## config.mk

```make
export PLATFORM = sky130hd
export DESIGN_NAME = pscr_regs
export DESIGN_NICKNAME = d
export VERILOG_FILES = /design/src/logic/pscr_sync.v /design/src/logic/pscr_regs.v
export VERILOG_INCLUDE_DIRS = /design/src /design/src/logic
export SDC_FILE = /design/constraint.sdc
export NUM_CORES = 1
export LEC_CHECK = 0
export BUFFER_PORTS_ARGS = -buffer_cell sky130_fd_sc_hd__buf_2
export CORE_ASPECT_RATIO = 0.5
export CORE_MARGIN = 8
export CORE_UTILIZATION = 49
export CTS_CLUSTER_DIAMETER = 150
export DETAILED_ROUTE_END_ITERATION = 6
export GPL_ROUTABILITY_DRIVEN = 0
export PLACE_DENSITY_LB_ADDON = 0.05
export SLEW_MARGIN = 20
export SYNTH_ARGS = -nofsm -noshare
export SYNTH_HDL_FRONTEND = slang
export SYNTH_HIERARCHICAL = 1
export SYNTH_SLANG_ARGS = --single-unit
export TNS_END_PERCENT = 1
```

## constraint.sdc

```tcl
create_clock -name i_mclk -period 3.5 [get_ports i_mclk]
set_clock_uncertainty 0.2 [all_clocks]
set_input_delay 0.175 -clock i_mclk [delete_from_list [all_inputs] [get_ports i_mclk]]
set_output_delay 0.175 -clock i_mclk [all_outputs]
set_load 0.03 [all_outputs]
```

## src/logic/pscr_defines.vh

```
// Purpose: shared constants of the status/control register bank
// Assumes: 32-bit AXI4-Lite data, 8-bit byte addresses
// Notes: register indices are word indices; byte address is index times four
`ifndef PSCR_DEFINES_VH
`define PSCR_DEFINES_VH

// bus geometry
`define PSCR_ADDR_W 8
`define PSCR_DATA_W 32

// register word indices
`define PSCR_IDX_STATUS 6'h05
`define PSCR_IDX_CONTROL 6'h06
`define PSCR_IDX_EVENT 6'h08
`define PSCR_IDX_MASK 6'h09

// device_status field positions
`define PSCR_ST_SEAL 7
`define PSCR_ST_NVMOD 6
`define PSCR_ST_ADAPTER 5
`define PSCR_ST_BUTTON 4
`define PSCR_ST_PWR_HI 3
`define PSCR_ST_PWR_LO 2
`define PSCR_ST_CELL_HI 1
`define PSCR_ST_CELL_LO 0

// device_control field positions
`define PSCR_CT_ARM 1
`define PSCR_CT_GO 0

// event register bits (event and mask share this layout)
`define PSCR_EV_W 4
`define PSCR_EV_ADAPTER 0
`define PSCR_EV_BUTTON 1
`define PSCR_EV_CELL_DONE 2
`define PSCR_EV_PWRFAIL 3

// reset values
`define PSCR_RST_CONTROL 2'h0
`define PSCR_RST_CELL 2'h0
`define PSCR_RST_EVENT 4'h0
`define PSCR_RST_MASK 4'h0
`define PSCR_RST_PINS 3'h7

// power state codes
`define PSCR_PWR_TRANS 2'h0
`define PSCR_PWR_WAIT_EN 2'h1
`define PSCR_PWR_ACTIVE 2'h2
`define PSCR_PWR_SUSPEND 2'h3

// axi responses
`define PSCR_RESP_OKAY 2'h0
`define PSCR_RESP_DECERR 2'h3

`endif

```

## src/logic/pscr_sync.v

```verilog
// Purpose: two-flop synchroniser for a group of pin levels
// Assumes: inputs are asynchronous to i_mclk
// Notes: first stage is read only by the second stage
`timescale 1ns/1ps
module pscr_sync #(
    parameter WIDTH = 3,
    parameter [WIDTH-1:0] RESET_VAL = {WIDTH{1'b1}}
) (
    input wire i_mclk,
    input wire i_resetn,
    input wire [WIDTH-1:0] i_async,
    output reg [WIDTH-1:0] o_sync
);

    reg [WIDTH-1:0] meta_q;

    // two stages, synchronous reset to the idle level
    always @(posedge i_mclk) begin
        if (!i_resetn) begin
            meta_q <= RESET_VAL;
            o_sync <= RESET_VAL;
        end else begin
            meta_q <= i_async;
            o_sync <= meta_q;
        end
    end

endmodule

```

## src/logic/pscr_regs.v

```verilog
// Purpose: status and control register bank of the power manager, AXI4-Lite slave
// Assumes: one clock i_mclk at 10 MHz, synchronous active-low reset
// Notes: pins pass a two-flop synchroniser; event bits clear on read of their register
`timescale 1ns/1ps
`include "pscr_defines.vh"

module pscr_regs (
    input wire i_mclk,
    input wire i_resetn,
    // axi4-lite write address
    input wire i_awvalid,
    output reg o_awready,
    input wire [`PSCR_ADDR_W-1:0] i_awaddr,
    input wire [2:0] i_awprot,
    // axi4-lite write data
    input wire i_wvalid,
    output reg o_wready,
    input wire [`PSCR_DATA_W-1:0] i_wdata,
    input wire [3:0] i_wstrb,
    // axi4-lite write response
    output reg o_bvalid,
    input wire i_bready,
    output reg [1:0] o_bresp,
    // axi4-lite read address
    input wire i_arvalid,
    output reg o_arready,
    input wire [`PSCR_ADDR_W-1:0] i_araddr,
    input wire [2:0] i_arprot,
    // axi4-lite read data
    output reg o_rvalid,
    input wire i_rready,
    output reg [`PSCR_DATA_W-1:0] o_rdata,
    output reg [1:0] o_rresp,
    // pins, asynchronous
    input wire i_adapter_detect_pin,
    input wire i_push_button_pin,
    input wire i_powerfail_out_n,
    // levels from on-chip logic on i_mclk
    input wire i_factory_seal_broken,
    input wire i_nv_settings_modified,
    input wire [1:0] i_power_state,
    // coin-cell measurement unit
    input wire i_cell_done,
    input wire [1:0] i_cell_band,
    output reg o_cell_measure_start,
    // power sequencer shutdown request, level
    output reg o_powerfail_shutdown,
    // interrupt, level, active high
    output reg o_irq
);

    // register selects returned by the decoder
    localparam SEL_NONE = 3'd0;
    localparam SEL_STATUS = 3'd1;
    localparam SEL_CONTROL = 3'd2;
    localparam SEL_EVENT = 3'd3;
    localparam SEL_MASK = 3'd4;

    // address decode shared by read and write paths
    function [2:0] pscr_decode;
        input [`PSCR_ADDR_W-1:0] addr;
        begin
            if (addr == {`PSCR_IDX_STATUS, 2'b00}) begin
                pscr_decode = SEL_STATUS;
            end else if (addr == {`PSCR_IDX_CONTROL, 2'b00}) begin
                pscr_decode = SEL_CONTROL;
            end else if (addr == {`PSCR_IDX_EVENT, 2'b00}) begin
                pscr_decode = SEL_EVENT;
            end else if (addr == {`PSCR_IDX_MASK, 2'b00}) begin
                pscr_decode = SEL_MASK;
            end else begin
                pscr_decode = SEL_NONE;
            end
        end
    endfunction

    // synchronised pins: bit 2 adapter, bit 1 button, bit 0 powerfail
    wire [2:0] pins_s;
    reg [2:0] pins_prev_q;

    // control and status state
    reg arm_q;
    reg go_q;
    reg [1:0] cell_band_q;
    reg [`PSCR_EV_W-1:0] event_q;
    reg [`PSCR_EV_W-1:0] event_d;
    reg [`PSCR_EV_W-1:0] mask_q;
    reg [`PSCR_EV_W-1:0] mask_d;
    reg [`PSCR_EV_W-1:0] event_set;
    reg trip_prev_q;

    // write channel holding state
    reg aw_full_q;
    reg w_full_q;
    reg [`PSCR_ADDR_W-1:0] awaddr_q;
    reg [7:0] wbyte_q;
    reg wlane_q;

    // combinational helpers
    wire aw_take;
    wire w_take;
    wire ar_take;
    wire do_write;
    wire [2:0] wsel;
    wire [2:0] rsel;
    wire trip;
    wire [7:0] status_byte;
    wire [7:0] control_byte;
    reg [7:0] read_byte;

    pscr_sync #(
        .WIDTH(3),
        .RESET_VAL(`PSCR_RST_PINS)
    ) u_pin_sync (
        .i_mclk(i_mclk),
        .i_resetn(i_resetn),
        .i_async({i_adapter_detect_pin, i_push_button_pin, i_powerfail_out_n}),
        .o_sync(pins_s)
    );

    // channel handshakes
    assign aw_take = i_awvalid & o_awready;
    assign w_take = i_wvalid & o_wready;
    assign ar_take = i_arvalid & o_arready;
    assign do_write = aw_full_q & w_full_q & ~o_bvalid;
    assign wsel = pscr_decode(awaddr_q);
    assign rsel = pscr_decode(i_araddr);

    // armed shutdown fires while the comparator output is low
    assign trip = arm_q & ~pins_s[0];

    // live status byte
    assign status_byte[`PSCR_ST_SEAL] = i_factory_seal_broken;
    assign status_byte[`PSCR_ST_NVMOD] = i_nv_settings_modified;
    assign status_byte[`PSCR_ST_ADAPTER] = ~pins_s[2];
    assign status_byte[`PSCR_ST_BUTTON] = ~pins_s[1];
    assign status_byte[`PSCR_ST_PWR_HI:`PSCR_ST_PWR_LO] = i_power_state;
    assign status_byte[`PSCR_ST_CELL_HI:`PSCR_ST_CELL_LO] = cell_band_q;

    // upper control bits read as zero
    assign control_byte = {6'h00, arm_q, go_q};

    // read data multiplexer
    always @* begin
        case (rsel)
            SEL_STATUS: begin
                read_byte = status_byte;
            end
            SEL_CONTROL: begin
                read_byte = control_byte;
            end
            SEL_EVENT: begin
                read_byte = {4'h0, event_q};
            end
            SEL_MASK: begin
                read_byte = {4'h0, mask_q};
            end
            default: begin
                read_byte = 8'h00;
            end
        endcase
    end

    // event sources, set wins over the read clear
    always @* begin
        event_set = `PSCR_RST_EVENT;
        event_set[`PSCR_EV_ADAPTER] = pins_s[2] ^ pins_prev_q[2];
        event_set[`PSCR_EV_BUTTON] = pins_s[1] ^ pins_prev_q[1];
        event_set[`PSCR_EV_CELL_DONE] = i_cell_done;
        event_set[`PSCR_EV_PWRFAIL] = trip & ~trip_prev_q;
        event_d = event_q;
        if (ar_take && rsel == SEL_EVENT) begin
            event_d = `PSCR_RST_EVENT;
        end
        event_d = event_d | event_set;
    end

    // mask next value
    always @* begin
        mask_d = mask_q;
        if (do_write && wlane_q && wsel == SEL_MASK) begin
            mask_d = wbyte_q[`PSCR_EV_W-1:0];
        end
    end

    // write address and data capture, then response
    always @(posedge i_mclk) begin
        if (!i_resetn) begin
            o_awready <= 1'b1;
            o_wready <= 1'b1;
            o_bvalid <= 1'b0;
            o_bresp <= `PSCR_RESP_OKAY;
            aw_full_q <= 1'b0;
            w_full_q <= 1'b0;
            awaddr_q <= 8'h00;
            wbyte_q <= 8'h00;
            wlane_q <= 1'b0;
        end else begin
            if (aw_take) begin
                o_awready <= 1'b0;
                aw_full_q <= 1'b1;
                awaddr_q <= i_awaddr;
            end
            if (w_take) begin
                o_wready <= 1'b0;
                w_full_q <= 1'b1;
                wbyte_q <= i_wdata[7:0];
                wlane_q <= i_wstrb[0];
            end
            if (do_write) begin
                aw_full_q <= 1'b0;
                w_full_q <= 1'b0;
                o_bvalid <= 1'b1;
                o_bresp <= (wsel == SEL_NONE) ? `PSCR_RESP_DECERR : `PSCR_RESP_OKAY;
            end
            if (o_bvalid && i_bready) begin
                o_bvalid <= 1'b0;
                o_awready <= 1'b1;
                o_wready <= 1'b1;
            end
        end
    end

    // control register; status is never written
    always @(posedge i_mclk) begin
        if (!i_resetn) begin
            arm_q <= 1'b0;
            go_q <= 1'b0;
        end else begin
            go_q <= 1'b0;
            if (do_write && wlane_q && wsel == SEL_CONTROL) begin
                arm_q <= wbyte_q[`PSCR_CT_ARM];
                go_q <= wbyte_q[`PSCR_CT_GO];
            end
        end
    end

    // measurement start pulse and captured band
    always @(posedge i_mclk) begin
        if (!i_resetn) begin
            o_cell_measure_start <= 1'b0;
            cell_band_q <= `PSCR_RST_CELL;
        end else begin
            o_cell_measure_start <= go_q;
            if (i_cell_done) begin
                cell_band_q <= i_cell_band;
            end
        end
    end

    // shutdown request and edge history
    always @(posedge i_mclk) begin
        if (!i_resetn) begin
            o_powerfail_shutdown <= 1'b0;
            trip_prev_q <= 1'b0;
            pins_prev_q <= `PSCR_RST_PINS;
        end else begin
            o_powerfail_shutdown <= trip;
            trip_prev_q <= trip;
            pins_prev_q <= pins_s;
        end
    end

    // event, mask and interrupt
    always @(posedge i_mclk) begin
        if (!i_resetn) begin
            event_q <= `PSCR_RST_EVENT;
            mask_q <= `PSCR_RST_MASK;
            o_irq <= 1'b0;
        end else begin
            event_q <= event_d;
            mask_q <= mask_d;
            o_irq <= |(event_d & mask_d);
        end
    end

    // read channel, data one cycle after the address is taken
    always @(posedge i_mclk) begin
        if (!i_resetn) begin
            o_arready <= 1'b1;
            o_rvalid <= 1'b0;
            o_rdata <= 32'h00000000;
            o_rresp <= `PSCR_RESP_OKAY;
        end else begin
            if (ar_take) begin
                o_arready <= 1'b0;
                o_rvalid <= 1'b1;
                o_rdata <= {24'h000000, read_byte};
                o_rresp <= (rsel == SEL_NONE) ? `PSCR_RESP_DECERR : `PSCR_RESP_OKAY;
            end
            if (o_rvalid && i_rready) begin
                o_rvalid <= 1'b0;
                o_arready <= 1'b1;
            end
        end
    end

endmodule

```

==> results of run 1 <==
[Yosys cell counts (3+ instances only)]
master | count | area (um2)
a21boi_0 | 27 | 203
a21oi_1 | 4 | 20.0
a22oi_1 | 6 | 45.0
and2_1 | 3 | 18.8
buf_4 | 26 | 195
clkbuf_1 | 10 | 37.5
dfxtp_1 | 53 | 1060
inv_1 | 4 | 15.0
mux2i_1 | 6 | 60.1
nand2_1 | 25 | 93.8
nand2b_1 | 12 | 75.1
nand3_1 | 18 | 90.1
nand4_1 | 8 | 50.1
nor2_1 | 5 | 18.8
nor2b_1 | 7 | 43.8
o21ai_0 | 4 | 20.0
o31ai_1 | 7 | 52.6
[registers in the layout (all words and copies together), names as in the netlist, 2 cells and up]
name / flops
pins_prev_q: 2
wbyte_q: 4
mask_q: 4
u_pin_sync/o_sync: 3
event_q: 4
awaddr_q: 8
o_rdata: 8
cell_band_q: 2
u_pin_sync/meta_q: 3
[final cells by class]
cell class	instances	share of cell area (%)
Clock buffer	6	2.72
Clock inverter	2	1.24
Inverter	4	0.494
Multi-Input combinational cell	190	39.5
Sequential cell	53	34.9
Tap cell	70	2.88
Timing Repair Buffer	84	18.3
[metrics by stage]
step	hold slack (ps)	area [um2]	instances	util, %
6_report	27.0	3040	409	62.5
5_1_grt	16.3	3040	409	62.5
4_1_cts	20.1	3040	409	62.5
3_5_place_dp	161	2650	374	54.4
3_3_place_gp	156	2650	374	54.4
2_1_floorplan	48.0	2520	285	-
[worst paths after layout]
check | to | cells after the start
worst max-delay path | o_irq$_SDFF_PN0_ | 4
worst min-delay path | o_rdata[2]$_SDFFE_PN0P_ | 3
worst max register to register | o_irq$_SDFF_PN0_ | 4
worst min register to register | u_pin_sync/o_sync[1]$_SDFF_PN1_ | 1
[per-layer routing]
layer  up-vias  track usage [%]
li1       1032                -
met1       887             19.1
met2        67             22.9
met3         2             4.28
met4         0             3.84
met5         -                0
[critical path: stages, from the launching register on]
cell	delay (ps)
dfxtp_1	330
or4_4	580
o31ai_1	310
a22oi_1	110
o41a_1	420
[power by group through the flow]
stage | sequential [uW] | combinational, uW | clock [uW]
global route | 654 | 207 | 471
global placement | 662 | 162 | 0
CTS | 649 | 189 | 442
floorplan | 670 | 133 | 0
detailed placement | 663 | 165 | 0
finish | 649 | 190 | 428
[cells by family (layout without fill, tap and decap cells)]
kind of cell / after synthesis / in the layout / share of synthesized area [%]
other cells: 1 / 24 / 0.154
mux: 8 / 8 / 3.39
flops: 53 / 53 / 43.5
xor+xnor: 3 / 3 / 1.08
buf+inv: 42 / 96 / 10.8
simple gates: 97 / 97 / 23.0
compound gates: 58 / 58 / 18.0
==> impl_metrics.env, run 1 <==
export IMPL_maxCapViolCount=0
export IMPL_grt_total_usage_pct=14.6
export IMPL_setup_viol=0
export IMPL_syn_area_um2=2440
export IMPL_ios=119
export IMPL_cts_tree="yes"
export IMPL_drt_iter0_drc=98
export IMPL_fin_crit_ps=2050
export IMPL_netSwitchingFraction_pct=26.1
export IMPL_cts_buffers=5
export IMPL_antenna_left=0
export IMPL_most_common_layout_cells="buf_2, dfxtp_1, a21boi_0, dlygate4sd3_1, nand2_1"
export IMPL_drt_pass1_iter_count=4
export IMPL_p_total_uw=1270
export IMPL_cts_num_sinks=53
export IMPL_r2r_start="awaddr_q[6]$_SDFFE_PN0P_"
export IMPL_tightest_slew_ps=810
export IMPL_timing_critical_path_from="awaddr_q[6]$_SDFFE_PN0P_"
export IMPL_finalHoldViolations=0
export IMPL_core_area_um2=4860
export IMPL_cts_root_buf="clkbuf_8"
export IMPL_synth_edf_count=0
export IMPL_internal_power_uw=937
export IMPL_grt_max_degree=52
export IMPL_overflow=0
export IMPL_top_layer_used="met4"
export IMPL_met3_length_um=477
export IMPL_register_area_um2=1060
export IMPL_worst_ep_required_time_ps=3490
export IMPL_port_buffers=57
export IMPL_layout_nets=413
export IMPL_final_common_cell="buf_2"
export IMPL_place_worst_setup_slack_ps=1420
export IMPL_cts_resized=0
export IMPL_path_max_fanout=5
export IMPL_cp_arrival_ps=2040
export IMPL_end_kind="register"
export IMPL_drc_errors=0
export IMPL_irDropWorstVdd_mv=0.249
export IMPL_dp_hpwl_um=3940
export IMPL_htreeDepth=2
export IMPL_clk_path_buf_depth=2
export IMPL_clkTransAtPathRegs_ps=100
export IMPL_num_vias=1988
export IMPL_slew_limit_headroom_pct=45.5
export IMPL_synth_main_ff_cell="dfxtp_1"
export IMPL_initial_core_util_pct=50.1
export IMPL_fp_dieH_um=65.9
export IMPL_synth_seq_area_share_pct=43.5
export IMPL_netlist_instances=262
export IMPL_fillers=433
export IMPL_hold_buffers=27
export IMPL_rsz0062_at_grt="false"
export IMPL_antenna_cells=0
export IMPL_synth_seq_cells=53
export IMPL_synth_cell_type_count=46
export IMPL_insertion_delay_ps=300
export IMPL_fin_ws_ps=1450
export IMPL_reg2reg_slack_ps=1450
export IMPL_multiInputGateArea_um2=1200
export IMPL_rows=18
export IMPL_first_global_vias=1938
export IMPL_period_share_pct=58.7
export IMPL_drt_wirelength_per_cell_um=13.4
export IMPL_p_leak_uw=0.00128
export IMPL_route_met2_wl_um=2280
export IMPL_critPathLaunchType="register"
export IMPL_wl_um=5470
export IMPL_power_density_nw_per_um2=417
export IMPL_hp_start="i_power_state[0]"
export IMPL_pwr_share_seq_pct=51.2
export IMPL_syn_to_final_growth_pct=24.7
export IMPL_via_per_inst=4.86
export IMPL_layout_drive_gt1_share_pct=22.1
export IMPL_grt_pass1_wl_um=9030
export IMPL_worstSetupPathType="register to register"
export IMPL_drt_met1_wl_um=2680
export IMPL_max_freq_mhz=487
export IMPL_slew_viol_final=0
export IMPL_status="completed"
export IMPL_post_cts_repair_setup_buffers=0
export IMPL_die_area_um2=7620
export IMPL_tns_ps=0
export IMPL_antenna_found_initial=0
export IMPL_fp_dieW_um=116
export IMPL_syn_avg_cell_area_um2=9.30
export IMPL_async_flop_share_pct=0
export IMPL_p_clk_share_pct=33.8
export IMPL_p_comb_share_pct=15.0
export IMPL_yosysWarnings=6
export IMPL_power_switching_uw=330
export IMPL_holdCritPathClass="primary input to register"
No activity file was read; power rests on OpenSTA's default activity.
==> run 2, diff against run 1 <==
ABC_AREA = 1   (was default)
CORE_UTILIZATION = 45   (was 49)
clock period = 2.13 ns   (was 3.5 ns; I/O delays follow)
==> run 2 against run 1 <==
  * Worst setup slack worse by 1400 ps
  * Sequential power is 66% higher
  * Final cell count is 16% higher
  * Wire length is 2.9% lower
  * Area after synthesis is 3.4% lower
  * Synthesized cell count is 19% higher
  * Count of clock-buffer cells in the layout stayed put
  * Critical path depth is 3 higher
  * Core utilization is 0.96 points lower
  * Via count is 7.5% higher
  * Global-route usage is 1.0 points lower
==> impl_metrics.env, run 2 <==
export IMPL_rsz0062_at_grt="false"
export IMPL_grt_max_degree=34
export IMPL_insertion_delay_ps=300
export IMPL_power_switching_uw=587
export IMPL_holdCritPathClass="primary input to register"
export IMPL_wl_um=5310
export IMPL_clkTransAtPathRegs_ps=90
export IMPL_route_met2_wl_um=2310
export IMPL_synth_top_area_share_pct=45.1
export IMPL_status="completed"
export IMPL_cts_tree="yes"
export IMPL_layout_nets=477
export IMPL_drt_iter0_drc=77
export IMPL_post_cts_repair_setup_buffers=0
export IMPL_pwr_share_seq_pct=50.2
export IMPL_core_area_um2=4980
export IMPL_met3_length_um=484
export IMPL_netSwitchingFraction_pct=27.4
export IMPL_antenna_cells=0
export IMPL_period_share_pct=98.0
export IMPL_synth_area_top_cells="dfxtp_1, nand2_1, buf_4, a21oi_1, o21ai_0"
export IMPL_critPathLaunchType="primary input"
export IMPL_fp_dieW_um=118
export IMPL_num_vias=2137
export IMPL_synth_xor_area_share_pct=0.744
export IMPL_layout_drive_gt1_share_pct=21.8
export IMPL_cts_num_sinks=53
export IMPL_synth_seq_cells=53
export IMPL_place_worst_setup_slack_ps=567
export IMPL_async_flop_share_pct=0
export IMPL_synth_area_mux_share_pct=0
export IMPL_antenna_found_initial=0
export IMPL_syn_area_um2=2350
export IMPL_drt_pass1_iter_count=4
export IMPL_port_buffers=57
export IMPL_synth_cell_type_count=29
export IMPL_synthTopCellsByCount="nand2_1, dfxtp_1, a21oi_1"
export IMPL_reg_largest_list="awaddr_q: 8 flops, o_rdata: 8 flops"
export IMPL_yosys_area_share_simple_pct=26.3
export IMPL_top_layer_used="met4"
export IMPL_fp_dieH_um=67.1
export IMPL_synth_edf_count=0
export IMPL_end_kind="register"
export IMPL_p_comb_share_pct=16.8
export IMPL_p_clk_share_pct=33.0
export IMPL_syn_to_final_growth_pct=30.1
export IMPL_final_common_cell="nand2_1"
export IMPL_drt_wirelength_per_cell_um=11.2
export IMPL_dp_hpwl_um=3910
export IMPL_slew_viol_final=0
export IMPL_syn_avg_cell_area_um2=7.57
export IMPL_synthAdderAreaFrac_pct=0
export IMPL_via_per_inst=4.52
export IMPL_overflow=0
export IMPL_most_common_layout_cells="nand2_1, buf_2, dfxtp_1"
export IMPL_drc_errors=0
export IMPL_hold_slack_ps=32.1
export IMPL_synth_main_ff_cell="dfxtp_1"
export IMPL_p_leak_uw=0.00149
export IMPL_cts_buffers=5
export IMPL_ios=119
export IMPL_finalHoldViolations=0
export IMPL_die_area_um2=7940
export IMPL_cts_root_buf="clkbuf_8"
export IMPL_power_density_nw_per_um2=700
export IMPL_clk_path_buf_depth=2
export IMPL_setup_viol=0
export IMPL_internal_power_uw=1560
export IMPL_fin_ws_ps=42.4
export IMPL_yosysWarnings=6
export IMPL_rows=18
export IMPL_p_total_uw=2140
export IMPL_irDropWorstVdd_mv=0.439
export IMPL_tns_ps=0
export IMPL_worstSetupPathType="primary input to register"
export IMPL_grt_total_usage_pct=13.5
export IMPL_synth_top_family_by_area="simple AND/OR/NAND/NOR gates"
export IMPL_drt_met1_wl_um=2450
export IMPL_first_global_vias=2023
export IMPL_path_max_fanout=4
export IMPL_synth_compound_area_share_pct=12.9
export IMPL_cp_arrival_ps=2140
export IMPL_fin_util_pct=61.5
export IMPL_yosysMostFrequentCell="nand2_1"
export IMPL_fin_crit_ps=2090
export IMPL_htreeDepth=2
export IMPL_maxCapViolCount=0
export IMPL_worst_ep_required_time_ps=2180
export IMPL_fillers=443
export IMPL_netlist_instances=311
export IMPL_initial_core_util_pct=47.3
export IMPL_synth_top_area_cell="dfxtp_1"
export IMPL_grt_pass1_wl_um=8820
export IMPL_max_freq_mhz=479
export IMPL_antenna_left=0
export IMPL_synth_seq_area_share_pct=45.1
[run 2: final timing paths]
check	slack, ps	endpoint	cells past startpoint	startpoint
hold / removal	30	o_rdata[6]$_SDFFE_PN0P_	6	i_araddr[5]
setup / recovery	40	cell_band_q[1]$_SDFFE_PN0P_	7	i_cell_done
setup reg to reg	550	o_irq$_SDFF_PN0_	10	o_bvalid$_SDFFE_PP0P_
hold reg to reg	210	u_pin_sync/o_sync[0]$_SDFF_PN1_	2	u_pin_sync/meta_q[0]$_SDFF_PN1_
[run 2: kinds of logic (layout without fill, tap and decap cells)]
| logic type | Yosys count | after routing |
|---|---|---|
| AO/OA/AOI/OAI | 58 | 58 |
| flip-flops | 53 | 53 |
| buffers and inverters | 65 | 134 |
| AND/OR/NAND/NOR | 132 | 132 |
| XOR/XNOR | 2 | 2 |
| other | 1 | 24 |
[run 2: power by group through the flow]
stage | Combinational (uW) | Clock (uW) | Sequential [uW]
global placement | 304 | 0 | 1100
global route | 400 | 766 | 1080
floorplan | 232 | 0 | 1130
CTS | 358 | 729 | 1080
finish | 361 | 708 | 1080
detailed placement | 309 | 0 | 1100
[run 2: worst max-delay path: stages]
cell	delay, ps
dlygate4sd3_1	530
buf_2	140
inv_2	80
nor2_1	40
dlygate4sd3_1	550
nor2_1	120
dlygate4sd3_1	570
[run 2: through the flow]
stage          cell area, um2  instances
5_1_grt                  3060        473
6_report                 3060        473
2_1_floorplan            2440        334
3_5_place_dp             2600        431
3_3_place_gp             2600        431
4_1_cts                  3060        473
[run 2: area by class of cell]
cell class,instances,area [um2],area share [%]
sequential,53,1060,34.7
timing repair buffer,93,641,20.9
tap,70,87.6,2.86
clock buffer,6,82.6,2.70
inverter,33,124,4.05
multi-input combinational,216,1030,33.6
clock inverter,2,37.5,1.23
[run 2: repair_timing]
item                       4_1_cts  5_1_grt
hold buffers                    34        0
gates resized for setup          0        1
setup endpoints to repair        0        2
hold endpoints to repair        31        0
[run 2: per-layer routing]
layer  vias to the layer above  GRT usage, %
li1                       1128             -
met1                       932          15.3
met2                        71          22.8
met3                         6          5.99
met5                         -             0
met4                         0          5.06
==> run 3, diff against run 2 <==
RECOVER_POWER = 25   (was default)
SYNTH_HIERARCHICAL = default   (was 1)
==> run 3 against run 2 <==
  * Final cell count decreased by 1.3%
  * Die area decreased by 0.43%
  * Critical path type unchanged
  * Sequential share of layout area increased by 0.68 points
  * Register-to-register slack got worse by 20 ps
  * Worst hold slack got worse by 15 ps
==> impl_metrics.env, run 3 <==
export IMPL_status="completed"
export IMPL_synth_xor_area_share_pct=0.748
export IMPL_via_per_inst=4.47
export IMPL_setup_viol=0
export IMPL_p_leak_uw=0.00142
export IMPL_initial_core_util_pct=47.0
export IMPL_synth_seq_cells=53
export IMPL_synth_top_area_cell="dfxtp_1"
export IMPL_clkTransAtPathRegs_ps=90
export IMPL_placed_cells=427
export IMPL_core_area_um2=4980
export IMPL_power_density_nw_per_um2=674
export IMPL_irDropWorstVdd_mv=0.383
export IMPL_slowest_stage="dlygate4sd3_1"
export IMPL_cts_num_sinks=53
export IMPL_path_max_fanout=4
export IMPL_max_freq_mhz=483
export IMPL_fp_dieW_um=118
export IMPL_grt_pass1_wl_um=9030
export IMPL_reg_largest_list="awaddr_q: 8 flops, o_rdata: 8 flops"
export IMPL_internal_power_uw=1440
export IMPL_yosys_area_share_simple_pct=27.8
export IMPL_drt_iter0_drc=46
export IMPL_fin_crit_ps=2070
export IMPL_yosysWarnings=0
export IMPL_syn_area_um2=2340
export IMPL_htreeDepth=2
export IMPL_most_common_layout_cells="nand2_1, dfxtp_1, buf_2"
export IMPL_layout_drive_gt1_share_pct=20.7
export IMPL_synth_top_area_share_pct=45.3
export IMPL_ios=119
export IMPL_synth_edf_count=0
export IMPL_cts_tree="yes"
export IMPL_netlist_instances=307
export IMPL_finalHoldViolations=0
export IMPL_yosysMostFrequentCell="nand2_1"
export IMPL_cts_root_buf="clkbuf_8"
export IMPL_path_cells="dlygate4sd3_1 > buf_2 > inv_1 > nor2_1 > dlygate4sd3_1 > nor2_1 > dlygate4sd3_1"
export IMPL_die_area_um2=7910
export IMPL_end_kind="register"
export IMPL_synthTopCellsByCount="nand2_1, dfxtp_1, a21oi_1"
export IMPL_async_flop_share_pct=0
export IMPL_first_global_vias=2042
export IMPL_port_buffers=57
export IMPL_synth_compound_area_share_pct=12.1
export IMPL_antenna_cells=0
export IMPL_clk_path_buf_depth=2
export IMPL_layout_nets=471
export IMPL_slew_viol_final=0
export IMPL_synth_area_top_cells="dfxtp_1, nand2_1, buf_4, a21oi_1, o21ai_0"
export IMPL_syn_avg_cell_area_um2=7.63
export IMPL_power_switching_uw=584
export IMPL_rows=18
export IMPL_tns_ps=0
export IMPL_wl_um=5340
export IMPL_synth_seq_area_share_pct=45.3
export IMPL_hp_start="i_arvalid"
export IMPL_synth_main_ff_cell="dfxtp_1"
export IMPL_grt_max_degree=27
export IMPL_synth_top_family_by_area="simple AND/OR/NAND/NOR gates"
export IMPL_maxCapViolCount=0
export IMPL_antenna_found_initial=0
export IMPL_antenna_left=0
export IMPL_drt_wirelength_per_cell_um=11.4
export IMPL_pwr_share_seq_pct=53.3
export IMPL_syn_to_final_growth_pct=28.3
export IMPL_slowest_delay_ps=550
export IMPL_p_clk_share_pct=29.0
export IMPL_overflow=0
export IMPL_drc_errors=0
export IMPL_final_common_cell="nand2_1"
export IMPL_dp_hpwl_um=3980
export IMPL_crit_path_frequent_cell="dlygate4sd3_1"
export IMPL_drt_pass1_iter_count=6
export IMPL_netSwitchingFraction_pct=28.9
export IMPL_p_comb_share_pct=17.7
export IMPL_fp_dieH_um=67
export IMPL_cts_buffers=5
export IMPL_cts_resized=0
export IMPL_timing_critical_path_from="i_cell_done"
export IMPL_worstSetupPathType="primary input to register"
export IMPL_synthAdderAreaFrac_pct=0
export IMPL_fin_cells=467
export IMPL_rsz0062_at_grt="false"
export IMPL_r2r_start="o_wready$_SDFFE_PP1P_"
export IMPL_num_vias=2089
export IMPL_period_share_pct=97.1
export IMPL_synth_area_mux_share_pct=0
export IMPL_worst_ep_required_time_ps=2180
export IMPL_grt_total_usage_pct=13.9
export IMPL_holdCritPathClass="primary input to register"
export IMPL_insertion_delay_ps=300
export IMPL_synth_cell_type_count=28
export IMPL_critPathLaunchType="primary input"
export IMPL_cp_arrival_ps=2120
run 3: cell count changes in the layout (fill, tap and decap cells not counted), moves of 2 or more:
| cell | before | now |
|---|---|---|
| buf_2 | 57 | 49 |
| nand3_1 | 23 | 20 |
| a21oi_2 | 2 | 0 |
| o21ai_0 | 25 | 23 |
| dlygate4sd3_1 | 34 | 32 |
| inv_2 | 7 | 5 |
| nor2_1 | 23 | 27 |
| nand2_1 | 68 | 63 |
| clkbuf_1 | 0 | 8 |
| or2_2 | 0 | 6 |
| inv_1 | 26 | 23 |
run 3: stage by stage:
| step | cell area, um2 | hold slack, ps | power, uW | worst slack [ps] | util, % |
|---|---|---|---|---|---|
| 6_report | 3000 | 16.7 | 2020 | 61.4 | 60.3 |
| 5_1_grt | 3000 | 48.2 | 2130 | 9.32 | 60.3 |
| 4_1_cts | 3010 | 14.4 | 2050 | 58.7 | 60.5 |
| 3_5_place_dp | 2600 | 95.3 | 1410 | 626 | 52.2 |
| 3_3_place_gp | 2600 | 91.2 | 1400 | 625 | 52.2 |
| 2_1_floorplan | 2430 | 13.1 | 1360 | 501 | - |
run 3: worst paths after layout:
check	cells past startpoint	endpoint	slack, ps
hold reg to reg	1	trip_prev_q$_SDFF_PN0_	220
hold / removal	4	o_rresp[0]$_SDFFE_PN0P_	20
setup reg to reg	4	wlane_q$_SDFFE_PN0P_	530
setup / recovery	7	cell_band_q[1]$_SDFFE_PN0P_	60
run 3: cell type report:
class	count	area, um2
clock buffer	6	82.6
tap	70	87.6
fill	492	1970
clock inverter	2	13.8
inverter	28	105
multi-input combinational	217	1040
sequential	53	1060
timing repair buffer	91	611
run 3: routing by layer:
layer	vias to the layer above	part of all wire, %	global-route usage [%]
li1	1111	-	-
met1	900	48	15.9
met2	71	42	23.1
met3	7	8.8	6.41
met4	0	1.1	4.42
met5	-	0	0
run 3: critical path: cells and delay by family:
family                 cells  cell delay (ps)
buffers and inverters      5             1850
AND/OR/NAND/NOR            2              150
run 3: power groups by stage:
stage | Clock (uW) | Combinational [uW] | Sequential, uW
floorplan | 0 | 231 | 1130
global placement | 0 | 306 | 1100
finish | 587 | 359 | 1080
detailed placement | 0 | 310 | 1100
global route | 647 | 399 | 1080
CTS | 611 | 359 | 1080
run 3: cells by family (layout without fill, tap and decap cells):
kind of cell	Yosys count	after routing
other cells	1	24
buf+inv	60	127
xor+xnor	2	2
flops	53	53
compound gates	55	55
simple gates	136	136
run 3: timing repair:
| action | in CTS | in global routing |
|---|---|---|
| hold buffers | 32 | 0 |
| buffers inserted | 0 | 0 |
| endpoints found under the setup margin | 0 | 0 |
| hold endpoints to repair | 28 | 0 |
